File: config.mk
export PLATFORM = sky130hd
export DESIGN_NAME = stk_timer
export DESIGN_NICKNAME = d
export VERILOG_FILES = /design/src/inc/stk_pkg.sv /design/src/verilog/stk_counter.sv /design/src/verilog/stk_timer.sv
export SDC_FILE = /design/constraint.sdc
export NUM_CORES = 1
export LEC_CHECK = 0
export BUFFER_PORTS_ARGS = -buffer_cell sky130_fd_sc_hd__buf_2
export CAP_MARGIN = 20
export CORE_MARGIN = 2
export CORE_UTILIZATION = 30
export CTS_BUF_LIST = sky130_fd_sc_hd__clkbuf_8
export CTS_CLUSTER_SIZE = 40
export DETAILED_ROUTE_END_ITERATION = 10
export GPL_ROUTABILITY_DRIVEN = 0
export GPL_TIMING_DRIVEN = 1
export PLACE_DENSITY = 0.6
export SYNTH_ARGS = -nofsm -noshare
export SYNTH_HDL_FRONTEND = slang
export SYNTH_SLANG_ARGS = --single-unit
File: constraint.sdc
create_clock -name sys_clk -period 2.5 [get_ports sys_clk]
set_clock_uncertainty 0.05 [all_clocks]
set_input_delay 0.5 -clock sys_clk [delete_from_list [all_inputs] [get_ports sys_clk]]
set_output_delay 0.5 -clock sys_clk [all_outputs]
set_load 0.03 [all_outputs]
File: src/inc/stk_pkg.sv
// Purpose: constants and types for the system tick timer block
// Assumes: avalon-mm slave with 32-bit data, word addressing by byte offset
// Notes: shared by the top module and its counter core
//
// Overview of operation
// - calibration bit 31 always reads one: no separate reference clock
// - calibration bit 30 always reads one: ten ms count is inexact
// - calibration bits 23:0 always read zero: no calibration value
// - counter advances only on the controller clock, holds when gated
// - enabled counter decrements to zero, reloads next clock, continues
// - write to current value clears it and the reached-zero flag
// - reached-zero flag bit 16 sets at zero, clears on control read
// - bit 0 enables counting; bit 1 lets zero raise the tick request
package stk_pkg;
    localparam int CNT_W = 24;
    localparam logic [7:0] OFS_CTRL = 8'h00;
    localparam logic [7:0] OFS_RELOAD = 8'h04;
    localparam logic [7:0] OFS_CURRENT = 8'h08;
    localparam logic [7:0] OFS_CALIB = 8'h0c;
    localparam logic [7:0] OFS_IRQ_STAT = 8'h10;
    localparam logic [7:0] OFS_IRQ_MASK = 8'h14;
    localparam int BIT_ENABLE = 0;
    localparam int BIT_TICK_IRQ_ENABLE = 1;
    localparam int BIT_CLKSRC = 2;
    localparam int BIT_FLAG = 16;
    localparam int BIT_NO_REF_CLOCK_FLAG = 31;
    localparam int BIT_INEXACT = 30;
    localparam logic [31:0] CALIB_VALUE = 32'hc000_0000;
    localparam logic [CNT_W-1:0] CNT_ZERO = 24'h00_0000;
    localparam logic [CNT_W-1:0] CNT_ONE = 24'h00_0001;
    localparam logic [31:0] UNMAPPED_READ = 32'h0000_0000;
    localparam int IRQ_N = 2;
    localparam int IRQ_ZERO = 0;
    localparam int IRQ_CLEAR = 1;

    typedef struct packed {
        logic enable;
        logic tick_irq_enable;
    } stk_ctrl_t;

    typedef struct packed {
        logic clear_cur;
        logic [CNT_W-1:0] reload;
    } stk_cfg_t;
endpackage : stk_pkg

File: src/verilog/stk_counter.sv
// Purpose: tick down-counter core
// Assumes: runs on the controller clock; gating that clock freezes it
// Notes: reload is loaded in the clock after zero is reached
`timescale 1ns/1ns
`default_nettype none
module stk_counter
    import stk_pkg::*;
(
    input wire logic clk,
    input wire logic rst_n,
    input wire stk_ctrl_t ctrl,
    input wire stk_cfg_t cfg,
    output logic [CNT_W-1:0] count_q,
    output logic zero_pulse
);
    logic [CNT_W-1:0] count_d;

    // only decrements from one count as reaching zero, not reload 0
    always_comb begin
        count_d = count_q;
        zero_pulse = 1'b0;
        if (cfg.clear_cur) begin
            count_d = CNT_ZERO;
        end else if (ctrl.enable) begin
            if (count_q == CNT_ZERO) begin
                count_d = cfg.reload;
            end else begin
                count_d = count_q - CNT_ONE;
                zero_pulse = (count_q == CNT_ONE);
            end
        end
    end

    // sole clock is the controller clock, so a stopped clock holds it
    always_ff @(posedge clk or negedge rst_n) begin
        if (!rst_n) begin
            count_q <= CNT_ZERO;
        end else begin
            count_q <= count_d;
        end
    end

    chk_reload_after_zero: assert property (@(posedge clk) disable iff (!rst_n)
        ctrl.enable && !cfg.clear_cur && count_q == CNT_ZERO
        |=> count_q == $past(cfg.reload))
        else $error("reload not taken after zero");
    chk_count_holds: assert property (@(posedge clk) disable iff (!rst_n)
        !ctrl.enable && !cfg.clear_cur |=> $stable(count_q))
        else $error("counter moved while disabled");
endmodule : stk_counter
`default_nettype wire

File: src/verilog/stk_timer.sv
// Purpose: system tick timer with registers on avalon-mm
// Assumes: word accesses only; writes with byteenable other than all ones are ignored
// Notes: zero-wait writes, reads answer one cycle later
`timescale 1ns/1ns
`default_nettype none
module stk_timer
    import stk_pkg::*;
(
    input wire logic sys_clk,
    input wire logic rstn,
    input wire logic [7:0] avs_address,
    input wire logic avs_read,
    input wire logic avs_write,
    input wire logic [31:0] avs_writedata,
    input wire logic [3:0] avs_byteenable,
    output logic [31:0] avs_readdata,
    output logic avs_waitrequest,
    output logic tick_req,
    output logic irq
);
    logic rst_meta_q, rst_n;
    stk_ctrl_t ctrl_q;
    stk_cfg_t cfg;
    logic [CNT_W-1:0] reload_q, count;
    logic flag_q, zero_pulse, rd_done_q, word_ok;
    logic wr_ctrl, wr_reload, wr_current, rd_ctrl, wr_stat, wr_mask;
    logic [IRQ_N-1:0] stat_q, mask_q, events;
    logic [31:0] rdata_d;

    always_ff @(posedge sys_clk or negedge rstn) begin
        if (!rstn) begin
            rst_meta_q <= 1'b0;
            rst_n <= 1'b0;
        end else begin
            rst_meta_q <= 1'b1;
            rst_n <= rst_meta_q;
        end
    end

    // partial-word writes dropped: timer fields must change whole
    assign word_ok = (avs_byteenable == 4'hf);
    assign wr_ctrl = avs_write && word_ok && avs_address == OFS_CTRL;
    assign wr_reload = avs_write && word_ok && avs_address == OFS_RELOAD;
    assign wr_current = avs_write && word_ok && avs_address == OFS_CURRENT;
    assign wr_stat = avs_write && word_ok && avs_address == OFS_IRQ_STAT;
    assign wr_mask = avs_write && word_ok && avs_address == OFS_IRQ_MASK;
    assign rd_ctrl = avs_read && !rd_done_q && avs_address == OFS_CTRL;
    assign avs_waitrequest = avs_read && !rd_done_q;

    always_ff @(posedge sys_clk or negedge rst_n) begin
        if (!rst_n) begin
            rd_done_q <= 1'b0;
        end else begin
            rd_done_q <= avs_read && !rd_done_q;
        end
    end

    always_ff @(posedge sys_clk or negedge rst_n) begin
        if (!rst_n) begin
            ctrl_q <= '0;
        end else if (wr_ctrl) begin
            ctrl_q.enable <= avs_writedata[BIT_ENABLE];
            ctrl_q.tick_irq_enable <= avs_writedata[BIT_TICK_IRQ_ENABLE];
        end
    end

    // reset value is zero; software loads it first
    always_ff @(posedge sys_clk or negedge rst_n) begin
        if (!rst_n) begin
            reload_q <= CNT_ZERO;
        end else if (wr_reload) begin
            reload_q <= avs_writedata[CNT_W-1:0];
        end
    end

    assign cfg.clear_cur = wr_current;
    assign cfg.reload = reload_q;

    stk_counter #() u_counter (
        .clk(sys_clk),
        .rst_n(rst_n),
        .ctrl(ctrl_q),
        .cfg(cfg),
        .count_q(count),
        .zero_pulse(zero_pulse)
    );

    // set wins over a read in the same cycle
    always_ff @(posedge sys_clk or negedge rst_n) begin
        if (!rst_n) begin
            flag_q <= 1'b0;
        end else if (zero_pulse) begin
            flag_q <= 1'b1;
        end else if (rd_ctrl || wr_current) begin
            flag_q <= 1'b0;
        end
    end

    always_ff @(posedge sys_clk or negedge rst_n) begin
        if (!rst_n) begin
            tick_req <= 1'b0;
        end else begin
            tick_req <= zero_pulse && ctrl_q.tick_irq_enable;
        end
    end

    assign events[IRQ_ZERO] = zero_pulse;
    assign events[IRQ_CLEAR] = wr_current;

    always_ff @(posedge sys_clk or negedge rst_n) begin
        if (!rst_n) begin
            stat_q <= '0;
        end else begin
            stat_q <= events | (stat_q & ~(wr_stat ?
                avs_writedata[IRQ_N-1:0] : '0));
        end
    end

    always_ff @(posedge sys_clk or negedge rst_n) begin
        if (!rst_n) begin
            mask_q <= '0;
        end else if (wr_mask) begin
            mask_q <= avs_writedata[IRQ_N-1:0];
        end
    end

    assign irq = |(stat_q & mask_q);

    always_comb begin
        rdata_d = UNMAPPED_READ;
        unique case (avs_address)
            OFS_CTRL: begin
                rdata_d[BIT_ENABLE] = ctrl_q.enable;
                rdata_d[BIT_TICK_IRQ_ENABLE] = ctrl_q.tick_irq_enable;
                rdata_d[BIT_CLKSRC] = 1'b1;
                rdata_d[BIT_FLAG] = flag_q;
            end
            OFS_RELOAD: rdata_d[CNT_W-1:0] = reload_q;
            OFS_CURRENT: rdata_d[CNT_W-1:0] = count;
            // fixed value; no write path reaches it
            OFS_CALIB: rdata_d = CALIB_VALUE;
            OFS_IRQ_STAT: rdata_d[IRQ_N-1:0] = stat_q;
            OFS_IRQ_MASK: rdata_d[IRQ_N-1:0] = mask_q;
            default: rdata_d = UNMAPPED_READ;
        endcase
    end

    always_ff @(posedge sys_clk or negedge rst_n) begin
        if (!rst_n) begin
            avs_readdata <= '0;
        end else if (avs_read && !rd_done_q) begin
            avs_readdata <= rdata_d;
        end
    end

    chk_calib_fixed: assert property (@(posedge sys_clk) disable iff (!rst_n)
        avs_read && rd_done_q && avs_address == OFS_CALIB
        |-> avs_readdata == CALIB_VALUE)
        else $error("calibration value wrong");
    chk_flag_sets: assert property (@(posedge sys_clk) disable iff (!rst_n)
        zero_pulse |=> flag_q)
        else $error("flag not set at zero");
    chk_flag_read_clr: assert property (@(posedge sys_clk) disable iff (!rst_n)
        rd_ctrl && !zero_pulse |=> !flag_q)
        else $error("flag not cleared by read");
    chk_current_clear: assert property (@(posedge sys_clk) disable iff (!rst_n)
        wr_current |=> count == CNT_ZERO && !flag_q && !tick_req)
        else $error("current write did not clear");
    chk_tick_gate: assert property (@(posedge sys_clk) disable iff (!rst_n)
        tick_req |-> $past(zero_pulse) && $past(ctrl_q.tick_irq_enable))
        else $error("tick request without cause");
    chk_read_latency: assert property (@(posedge sys_clk) disable iff (!rst_n)
        avs_read && !rd_done_q |=> !avs_waitrequest || !avs_read)
        else $error("read answer late");

    cov_wrap: cover property (@(posedge sys_clk) disable iff (!rst_n)
        zero_pulse ##1 count == reload_q);
    cov_tick: cover property (@(posedge sys_clk) disable iff (!rst_n)
        tick_req);
    cov_irq: cover property (@(posedge sys_clk) disable iff (!rst_n) irq);
endmodule : stk_timer
`default_nettype wire

==> metrics, run 1 <==
status finished clean; commonest cells after routing, fill and taps aside dfrtp_1, buf_2, nor2_1; mean post-synth cell area 10.19 µm²; Die Height 124.3 µm; DR pass1 iterations 5; Worst setup EP type flop; cell taking the most area after synthesis dfrtp_1; final worst path period share 0.9151; layout cell share with drive strength beyond 1 0.3039; cell family with most CP delay simple AND/OR/NAND/NOR gates; reg2reg start u_counter.count_q[1]$_DFFE_PN0P_; die width 124.3 µm; maximum clock insertion buffer count 2; CP cell instances inv_1 -> ha_1 -> or3b_2 -> nor3_4 -> nand2_4 -> mux2_1 -> a32o_1; clock sink count 84; Worst Reg-to-Reg Cells 7; combinational family with the most area after synthesis simple AND/OR/NAND/NOR gates; global-route usage over all layers 0.1546; PortBufs 68; Tmin final 2288 ps; DRT antenna net count 0; Clock Latency Late Sink 370 ps; post-synthesis xor/xnor area fraction 0; pwr/cell area 538.7 nW/µm²; Setup violations, final 0; postcts setup bufs 0; GR Overflow Total 0; asr flop ratio synth 1.000; Startpoint Class flop; root buffer cell clkbuf_8; Hold Crit Class flop to async pin; Crit path buffers/inverters 1; WL final 11.68 mm; Wirelength per Cell 16.92 µm; H-tree levels 3; post-synthesis adder-cell area fraction 0.008648; routed vias 3705; clock slew seen by the registers of the worst setup and hold paths 80 ps; worst endpoint required time 2710 ps; Worst path depth 7; post-route insts no fill 690; placed instance area 4972 µm²; VDD IR-drop max 0.2635 mV; TritonCTS buffer count 9; largest net degree at the start of global routing 46; CP max stage cell or3b_2; Final TNS setup 0 ps; CP Max Fanout 6; Syn-to-layout area delta 19.37%; simple-gate portion of the synthesized area 0.1885; max frequency 0.4371 GHz; Placed Cells 673; FF-to-FF setup slack 210 ps; worst setup path end u_counter.count_q[17]$_DFFE_PN0P_; final instance area 5181 µm²; Post-synth EDFFs 0; final hold violations 0; Yosys reg bits 84; # DRC 0; setup repair after global routing missed its margin no; Via density 5.370; Initial Util 0.3103; Least-Margin Pin Slew 566.4 ps; # diodes 0; share of Yosys cell area claimed by the top area cell type 0.4843; commonest non-fill, non-tap cell in the layout dfrtp_1; P_leak 2.343 nW; vias in the first global route 3671; Die ar. 15450 µm²; Slew Viols, Final 0; # IOs 83; Final HPWL DP 8.268 mm; critical path's largest stage delay 530 ps; Rel. slew slack 0.6220; TritonCTS clock tree yes; Crit path arrival time 2500 ps; row count 43; Seq/Total Area, Yosys 0.4843; Setup crit start u_counter.count_q[1]$_DFFE_PN0P_; Synth Area in Compound Gates 0.1802; Cell Area, Synth 4340 µm²; core region area 13990 µm²; YS warnings 0; Synth area leaders dfrtp_1, mux2_2, a221oi_1; synth unique cells 61; antenna violations before repair 0; worst flop-to-flop path endpoint u_counter.count_q[17]$_DFFE_PN0P_; max-cap viol count 0; # fillers 1476; Initial DRC Count 276; Mapped Cells 426; mux share of post-synthesis cell area 0.08706; Nets 556; critical path type flop to flop; first-pass GRT wire length 19.31 mm; Synth Flop Type dfrtp_1
layout make-up:
cell class,instances,area (µm²),area share
clock buffer,11,151.4,0.02922
clock inverter,5,45.04,0.008694
inverter,7,26.28,0.005071
multi-input combinational,305,2047,0.3951
sequential,84,2106,0.4064
tap,180,225.2,0.04347
timing repair buffer,98,580.6,0.1121
registers in the layout, summed over array words and instances (netlist names):
signal             flops
avs_readdata          25
flag_q                 1
rst_n                  1
u_counter.count_q     24
tick_req               1
rst_meta_q             1
ctrl_q                 2
reload_q              24
rd_done_q              1
stat_q                 2
mask_q                 2
report_power, final:
part / switching [W] / total, W / leakage (nW) / internal (W)
Clock: 0.000476 / 0.000979 / 0.115 / 0.000503
Sequential: 0.0000400 / 0.00145 / 1.08 / 0.00141
Combinational: 0.000239 / 0.000364 / 1.15 / 0.000125
Total: 0.000755 / 0.00279 / 2.34 / 0.00204
cell families after synthesis:
group                    after synthesis
AND/OR/NAND/NOR                      152
AO/OA/AOI/OAI                        109
flip-flops                            84
buffers and inverters                 42
multiplexers                          34
adder cells (fa/ha/maj)                3
other                                  2
worst min-delay path by stage:
stage | from | end | slack [ps] | cells after the start
floorplan | rstn | rst_meta_q$_DFF_PN0_ | 150 | 0
global placement | rstn | rst_meta_q$_DFF_PN0_ | 240 | 1
detailed placement | rstn | rst_meta_q$_DFF_PN0_ | 240 | 1
CTS | rst_n$_DFF_PN0_ | avs_readdata[5]$_DFFE_PN0P_ | 280 | 0
global route | avs_writedata[14] | reload_q[14]$_DFFE_PN0P_ | 280 | 2
finish | rst_n$_DFF_PN0_ | avs_readdata[5]$_DFFE_PN0P_ | 250 | 0
routing by layer:
metal	wire, µm	part of all wire	vias up	global-route usage
met4	165	0.014	0	0.05221
met5	0	0	-	0
met3	751	0.064	15	0.04940
li1	-	-	1745	-
met2	5412	0.46	130	0.2379
met1	5349	0.46	1815	0.2060
stage by stage:
step	total power [W]	hold WS, ps	util	worst slack (ps)
after floorplan	0.001707	154.4	-	112.1
after global placement	0.001837	237.3	0.3555	37.99
after detailed placement	0.001844	239.7	0.3555	42.99
after CTS	0.002841	278.0	0.3702	135.5
after global routing	0.002941	279.6	0.3704	78.53
final	0.002791	252.5	0.3704	212.2
Yosys cell counts, types with 3 or more instances:
library cell	n
nand4_1	4
o2bb2ai_1	4
nor2_1	55
and3_1	5
o22ai_1	5
mux2i_1	4
nor4b_1	3
o31ai_1	5
mux2_2	29
inv_1	7
nor4_1	5
or2_2	3
nand2_1	21
a21oi_1	21
clkbuf_1	19
buf_2	4
nand3_1	9
or3_1	4
buf_4	10
dfrtp_1	84
a221oi_1	24
or4_1	9
a32o_1	5
nor3_1	13
nand2b_1	5
o21ai_0	20
ha_1	3
worst reg2reg max path: stages, from the launching register on:
cell and delay, ps:
dfrtp_1 460, inv_1 130, ha_1 180, or3b_2 530
nor3_4 200, nand2_4 110, mux2_1 320, a32o_1 200
repair_timing:
item,CTS,global route
resized for setup,0,1
endpoints found under the hold margin,2,0
hold buffers,1,0
endpoints found under the setup margin,0,1
(Power assumes the default switching activity.)
==> run 2, diff against run 1 <==
--- a/config.mk
+++ b/config.mk
@@ -14,7 +14,7 @@
 export DETAILED_ROUTE_END_ITERATION = 10
 export GPL_ROUTABILITY_DRIVEN = 0
 export GPL_TIMING_DRIVEN = 1
-export PLACE_DENSITY = 0.6
+export PLACE_DENSITY = 0.59
 export SYNTH_ARGS = -nofsm -noshare
 export SYNTH_HDL_FRONTEND = slang
 export SYNTH_SLANG_ARGS = --single-unit
==> constraint.sdc (replaced) <==
create_clock -name sys_clk -period 2.85 [get_ports sys_clk]
set_clock_uncertainty 0.05 [all_clocks]
set_input_delay 0.57 -clock sys_clk [delete_from_list [all_inputs] [get_ports sys_clk]]
set_output_delay 0.57 -clock sys_clk [all_outputs]
set_load 0.03 [all_outputs]
==> run 2 against run 1 <==
- worst setup slack gained 230 ps
- routed wire length shrank 0.20%
- die area unchanged
- critical path type unchanged
- critical endpoint is now u_counter.count_q[20]$_DFFE_PN0P_
- cell count fell by 0.87%
==> metrics, run 2 (same netlist as run 1, synthesis figures left out) <==
switch share 0.2749 (was 0.2706); Crit path arrival time 2610 ps (was 2500 ps); clock sink count 84 (unchanged); sequential cell fraction of total power 0.517 (was 0.519); met3 wire len 657 µm (was 751 µm); Initial Util 0.3103 (unchanged); maximum clock insertion buffer count 2 (unchanged); Sw Pwr 0.0006772 W (was 0.0007554 W); Die ar. 15450 µm² (unchanged); commonest non-fill, non-tap cell in the layout dfrtp_1 (unchanged); max FFs per register 25 (unchanged); Worst setup EP type flop (unchanged); Via density 5.344 (was 5.370); commonest cells after routing, fill and taps aside dfrtp_1, buf_2, nor2_1 (unchanged); PortBufs 68 (unchanged); Hold Crit Class flop to async pin (unchanged); TritonCTS clock tree yes (unchanged); Clock Latency Late Sink 370 ps (about the same); root buffer cell clkbuf_8 (unchanged); power share of the clock group 0.357 (was 0.351); Reg with most FFs avs_readdata (unchanged); TritonCTS buffer count 9 (unchanged); cell family with most CP delay simple AND/OR/NAND/NOR gates (unchanged); # IOs 83 (unchanged); met1 wire length 5.285 mm (was 5.349 mm); Rel. slew slack 0.5994 (was 0.6220); max-cap viol count 0 (unchanged); pwr/cell area 478.6 nW/µm² (was 538.7 nW/µm²); layout cell share with drive strength beyond 1 0.3016 (was 0.3039); critical path's largest stage delay 580 ps (was 530 ps); DR pass1 iterations 5 (unchanged); Int Power 0.001786 W (was 0.002036 W); Slew Viols, Final 0 (unchanged); P_leak 2.309 nW (was 2.343 nW); GR Overflow Total 0 (unchanged); final worst path period share 0.8463 (was 0.9151); Wirelength per Cell 17.04 µm (was 16.92 µm); routed vias 3655 (was 3705); worst hold slack 256.2 ps (was 252.5 ps); die width 124.3 µm (unchanged); VDD IR-drop max 0.2157 mV (was 0.2635 mV); largest net degree at the start of global routing 83 (was 46); antenna violations before repair 0 (unchanged); metal2 WL 5.562 mm (was 5.412 mm); Final HPWL DP 8.163 mm (was 8.268 mm); Tot Pwr 0.002464 W (was 0.002791 W); CP cell instances nor4_2 -> nand2_1 -> or4_1 -> o31ai_1 -> a21oi_1 (was inv_1 -> ha_1 -> or3b_2 -> nor3_4 -> nand2_4 -> mux2_1 -> a32o_1); final hold violations 0 (unchanged); Final TNS setup 0 ps (unchanged); Least-Margin Pin Slew 600.9 ps (was 566.4 ps); DRT antenna net count 0 (unchanged); CP max stage cell nor4_2 (was or3b_2); critical path type flop to flop (unchanged); CP Max Fanout 10 (was 6); worst endpoint required time 3050 ps (was 2710 ps); WL final 11.66 mm (was 11.68 mm); # DRC 0 (unchanged); Comb power frac 0.126 (was 0.130); setup repair after global routing missed its margin no (unchanged); first-pass GRT wire length 19.44 mm (was 19.31 mm); H-tree levels 3 (unchanged); vias in the first global route 3781 (was 3671); Nets 550 (was 556); Startpoint Class flop (unchanged); uppermost layer routed met4 (unchanged); Tmin final 2412 ps (was 2288 ps); Crit path buffers/inverters 0 (was 1); max frequency 0.4146 GHz (was 0.4371 GHz); Initial DRC Count 212 (was 276); Syn-to-layout area delta 18.59% (was 19.37%); leading registers by flop count avs_readdata: 25 flops, reload_q: 24 flops, u_counter.count_q: 24 flops (unchanged); row count 43 (unchanged); # diodes 0 (unchanged); clock slew seen by the registers of the worst setup and hold paths 90 ps (was 80 ps); core region area 13990 µm² (unchanged); global-route usage over all layers 0.1536 (was 0.1546); Die Height 124.3 µm (unchanged); Setup violations, final 0 (unchanged); status finished clean (unchanged)
run 2: what timing repair did:
item | in CTS | in global routing
resized for setup | 0 | 0
hold endpoints to repair | 2 | 0
setup buffers | 0 | 0
hold buffers | 1 | 0
run 2: power by group through the flow:
stage	sequential, W	combinational [W]	clock, W
5_1_grt	0.00128	0.000341	0.000949
3_3_place_gp	0.00131	0.000291	0
4_1_cts	0.00129	0.000297	0.000905
3_5_place_dp	0.00131	0.000296	0
6_report	0.00127	0.000310	0.000879
2_1_floorplan	0.00137	0.000124	0
run 2: through the flow:
step | utilization | instances | instance area (µm²) | worst slack, ps
2_1_floorplan | - | 431 | 4359 | 287.2
3_3_place_gp | 0.3508 | 666 | 4907 | 185.5
3_5_place_dp | 0.3508 | 666 | 4907 | 158.5
4_1_cts | 0.3660 | 683 | 5120 | 455.0
5_1_grt | 0.3680 | 684 | 5147 | 267.2
6_report | 0.3680 | 684 | 5147 | 438.2
run 2: routing by layer:
| layer | track usage | up-vias |
|---|---|---|
| met5 | 0 | - |
| met4 | 0.04164 | 0 |
| met3 | 0.04167 | 11 |
| met2 | 0.2456 | 108 |
| met1 | 0.2058 | 1796 |
| li1 | - | 1740 |
run 2: layout make-up:
cell class,instances,area (µm²)
timing repair buffer,92,543.0
inverter,7,26.28
multi-input combinational,305,2044
clock buffer,11,151.4
clock inverter,5,51.30
tap,180,225.2
sequential,84,2106
fill,1434,8841
run 2: final timing paths:
kind	startpoint	endpoint	slack [ps]	depth (start not counted)
max	u_counter.count_q[8]$_DFFE_PN0P_	u_counter.count_q[20]$_DFFE_PN0P_	440	5
max reg2reg	u_counter.count_q[8]$_DFFE_PN0P_	u_counter.count_q[20]$_DFFE_PN0P_	440	5
min	rst_n$_DFF_PN0_	u_counter.count_q[3]$_DFFE_PN0P_	260	0
min in group sys_clk	rst_meta_q$_DFF_PN0_	rst_n$_DFF_PN0_	310	0
max in group asynchronous	rst_n$_DFF_PN0_	avs_readdata[18]$_DFFE_PN0P_	1900	1
min reg2reg	rst_n$_DFF_PN0_	u_counter.count_q[3]$_DFFE_PN0P_	260	0
==> run 3, diff against run 2 <==
==> constraint.sdc (replaced) <==
create_clock -name sys_clk -period 2.25 [get_ports sys_clk]
set_clock_uncertainty 0.05 [all_clocks]
set_input_delay 0.45 -clock sys_clk [delete_from_list [all_inputs] [get_ports sys_clk]]
set_output_delay 0.45 -clock sys_clk [all_outputs]
set_load 0.03 [all_outputs]
==> run 3 against run 2 <==
- via count is 4.0% higher
- combinational power up 35%
- cell count is 3.2% higher
- worst hold slack got worse by 12 ps
- count of clock-buffer cells in the layout down 1
- maximum frequency is 13% higher
- sequential power up 27%
- routed wire length increased by 2.9%
- non-clock buffer count grew 22
- die area is the same
- first-iteration DRC count up 23%
- largest cell class is now multi-input combinational cells
==> metrics, run 3 (same netlist as run 1, synthesis figures left out) <==
sequential cell fraction of total power 0.492 (was 0.517); multi-input gate area in the final layout 2118 µm² (was 2044 µm²); first-pass GRT wire length 19.73 mm (was 19.44 mm); H-tree levels 3 (unchanged); final hold violations 0 (unchanged); routed vias 3801 (was 3655); TritonCTS buffer count 9 (unchanged); FF-to-FF setup slack 120 ps (was 440 ps); reg2reg start u_counter.count_q[1]$_DFFE_PN0P_ (was u_counter.count_q[8]$_DFFE_PN0P_); Placed Cells 689 (was 666); PortBufs 68 (unchanged); global-route usage over all layers 0.1577 (was 0.1536); final instance area 5414 µm² (was 5147 µm²); Int Power 0.002366 W (was 0.001786 W); max-cap viol count 0 (unchanged); Worst Reg-to-Reg Cells 8 (was 5); Least-Margin Pin Slew 606.9 ps (was 600.9 ps); row count 43 (unchanged); setup repair after global routing missed its margin no (unchanged); Initial Util 0.3103 (unchanged); Nets 572 (was 550); Hold Crit Class flop to async pin (unchanged); Worst setup EP type flop (unchanged); commonest non-fill, non-tap cell in the layout dfrtp_1 (unchanged); status finished clean (unchanged); largest net degree at the start of global routing 48 (was 83); VDD IR-drop max 0.2172 mV (was 0.2157 mV); Crit path arrival time 2390 ps (was 2610 ps); CP Max Fanout 10 (unchanged); # DRC 0 (unchanged); placed instance area 5167 µm² (was 4907 µm²); Reg area 2106 µm² (unchanged); Initial DRC Count 260 (was 212); post-route insts no fill 706 (was 684); die width 124.3 µm (unchanged); Sw Pwr 0.0009024 W (was 0.0006772 W); final worst setup slack 116.0 ps (was 438.2 ps); leading registers by flop count avs_readdata: 25 flops, reload_q: 24 flops, u_counter.count_q: 24 flops (unchanged); clock sink count 84 (unchanged); Rel. slew slack 0.5950 (was 0.5994); DRT antenna net count 0 (unchanged); Tmin final 2134 ps (was 2412 ps); clock slew seen by the registers of the worst setup and hold paths 90 ps (about the same); Final HPWL DP 8.658 mm (was 8.163 mm); Clock Latency Late Sink 380 ps (was 370 ps); pwr/cell area 603.7 nW/µm² (was 478.6 nW/µm²); power share of the clock group 0.380 (was 0.357); P_leak 2.440 nW (was 2.309 nW); Wirelength per Cell 16.98 µm (was 17.04 µm); Slew Viols, Final 0 (unchanged); switch share 0.2761 (was 0.2749); max frequency 0.4686 GHz (was 0.4146 GHz); WL final 11.99 mm (was 11.66 mm); # fillers 1419 (was 1434); Setup violations, final 0 (unchanged); final worst path period share 0.9484 (was 0.8463); Comb power frac 0.128 (was 0.126); TritonCTS clock tree yes (unchanged); root buffer cell clkbuf_8 (unchanged); commonest cells after routing, fill and taps aside dfrtp_1, buf_2, nor2_1 (unchanged); Die ar. 15450 µm² (unchanged); vias in the first global route 3777 (was 3781); worst endpoint required time 2500 ps (was 3050 ps); max FFs per register 25 (unchanged); worst flop-to-flop path endpoint u_counter.count_q[10]$_DFFE_PN0P_ (was u_counter.count_q[20]$_DFFE_PN0P_); Setup crit start u_counter.count_q[1]$_DFFE_PN0P_ (was u_counter.count_q[8]$_DFFE_PN0P_); Die Height 124.3 µm (unchanged); Startpoint Class flop (unchanged); layout cell share with drive strength beyond 1 0.3365 (was 0.3016); DR pass1 iterations 5 (unchanged); core region area 13990 µm² (unchanged); worst setup path end u_counter.count_q[10]$_DFFE_PN0P_ (was u_counter.count_q[20]$_DFFE_PN0P_); Post-Place Worst Slack -170.2 ps (was 158.5 ps); # IOs 83 (unchanged); Syn-to-layout area delta 24.73% (was 18.59%); Via density 5.384 (was 5.344); # diodes 0 (unchanged); Reg with most FFs avs_readdata (unchanged); critical path type flop to flop (unchanged); maximum clock insertion buffer count 2 (unchanged); GR Overflow Total 0 (unchanged); antenna violations before repair 0 (unchanged)
[run 3: cell types whose count changed in the layout (fill, tap and decap cells not counted), moves of 2 or more]
cell | before | now
buf_4 | 22 | 43
mux2_2 | 29 | 13
mux2_4 | 0 | 16
buf_12 | 0 | 2
clkinvlp_4 | 1 | 3
or3b_2 | 2 | 0
or3b_4 | 0 | 2
[run 3: power groups by stage]
| stage | logic [W] | registers, W | clock network, W |
|---|---|---|---|
| 6_report | 0.000419 | 0.00161 | 0.00124 |
| 5_1_grt | 0.000464 | 0.00162 | 0.00133 |
| 4_1_cts | 0.000421 | 0.00161 | 0.00127 |
| 3_5_place_dp | 0.000418 | 0.00164 | 0 |
| 3_3_place_gp | 0.000413 | 0.00164 | 0 |
| 2_1_floorplan | 0.000158 | 0.00174 | 0 |
[run 3: what timing repair did]
action / CTS / global route
resized for setup: 0 / 5
hold endpoints to repair: 2 / 0
hold buffers: 1 / 0
setup buffers: 0 / 0
setup endpoints to repair: 0 / 10
[run 3: layout make-up]
cell class | count | area share
repair buffers | 114 | 0.1317
inverters | 7 | 0.004853
flip-flops and latches | 84 | 0.3890
clock inverters | 6 | 0.01618
well taps | 180 | 0.04160
clock buffers | 10 | 0.02542
multi-input cells | 305 | 0.3913
[run 3: critical path: stages, from the launching register on]
cell and delay (ps):
dfrtp_1 380, inv_1 100, ha_1 180, or3b_4 460, buf_4 170, nor4_1 190, o31ai_1 130, a211o_1 260
a21oi_1 150
[run 3: worst min path at each step]
stage / slack, ps / endpoint / depth (start not counted)
6_report: 240 / avs_readdata[5]$_DFFE_PN0P_ / 0
5_1_grt: 240 / reload_q[22]$_DFFE_PN0P_ / 2
4_1_cts: 230 / reload_q[22]$_DFFE_PN0P_ / 2
3_5_place_dp: 190 / rst_meta_q$_DFF_PN0_ / 1
3_3_place_gp: 190 / rst_meta_q$_DFF_PN0_ / 1
2_1_floorplan: 100 / rst_meta_q$_DFF_PN0_ / 0
[run 3: through the flow]
step | hold slack, ps | total power [W] | utilization | setup TNS (ps)
CTS | 230.8 | 0.003301 | 0.3862 | 0
global route | 236.9 | 0.003411 | 0.3870 | 0
global placement | 187.1 | 0.002051 | 0.3694 | -3485
detailed placement | 190.9 | 0.002059 | 0.3694 | -4326
floorplan | 104.4 | 0.001898 | - | -775.8
finish | 244.6 | 0.003269 | 0.3870 | 0
[run 3: metal layers]
metal | wire [µm] | global-route usage | up-vias
met4 | 138 | 0.04759 | 0
met3 | 804 | 0.03909 | 13
met2 | 5440 | 0.2372 | 140
met1 | 5604 | 0.2244 | 1867
met5 | 0 | 0 | -
li1 | - | - | 1781
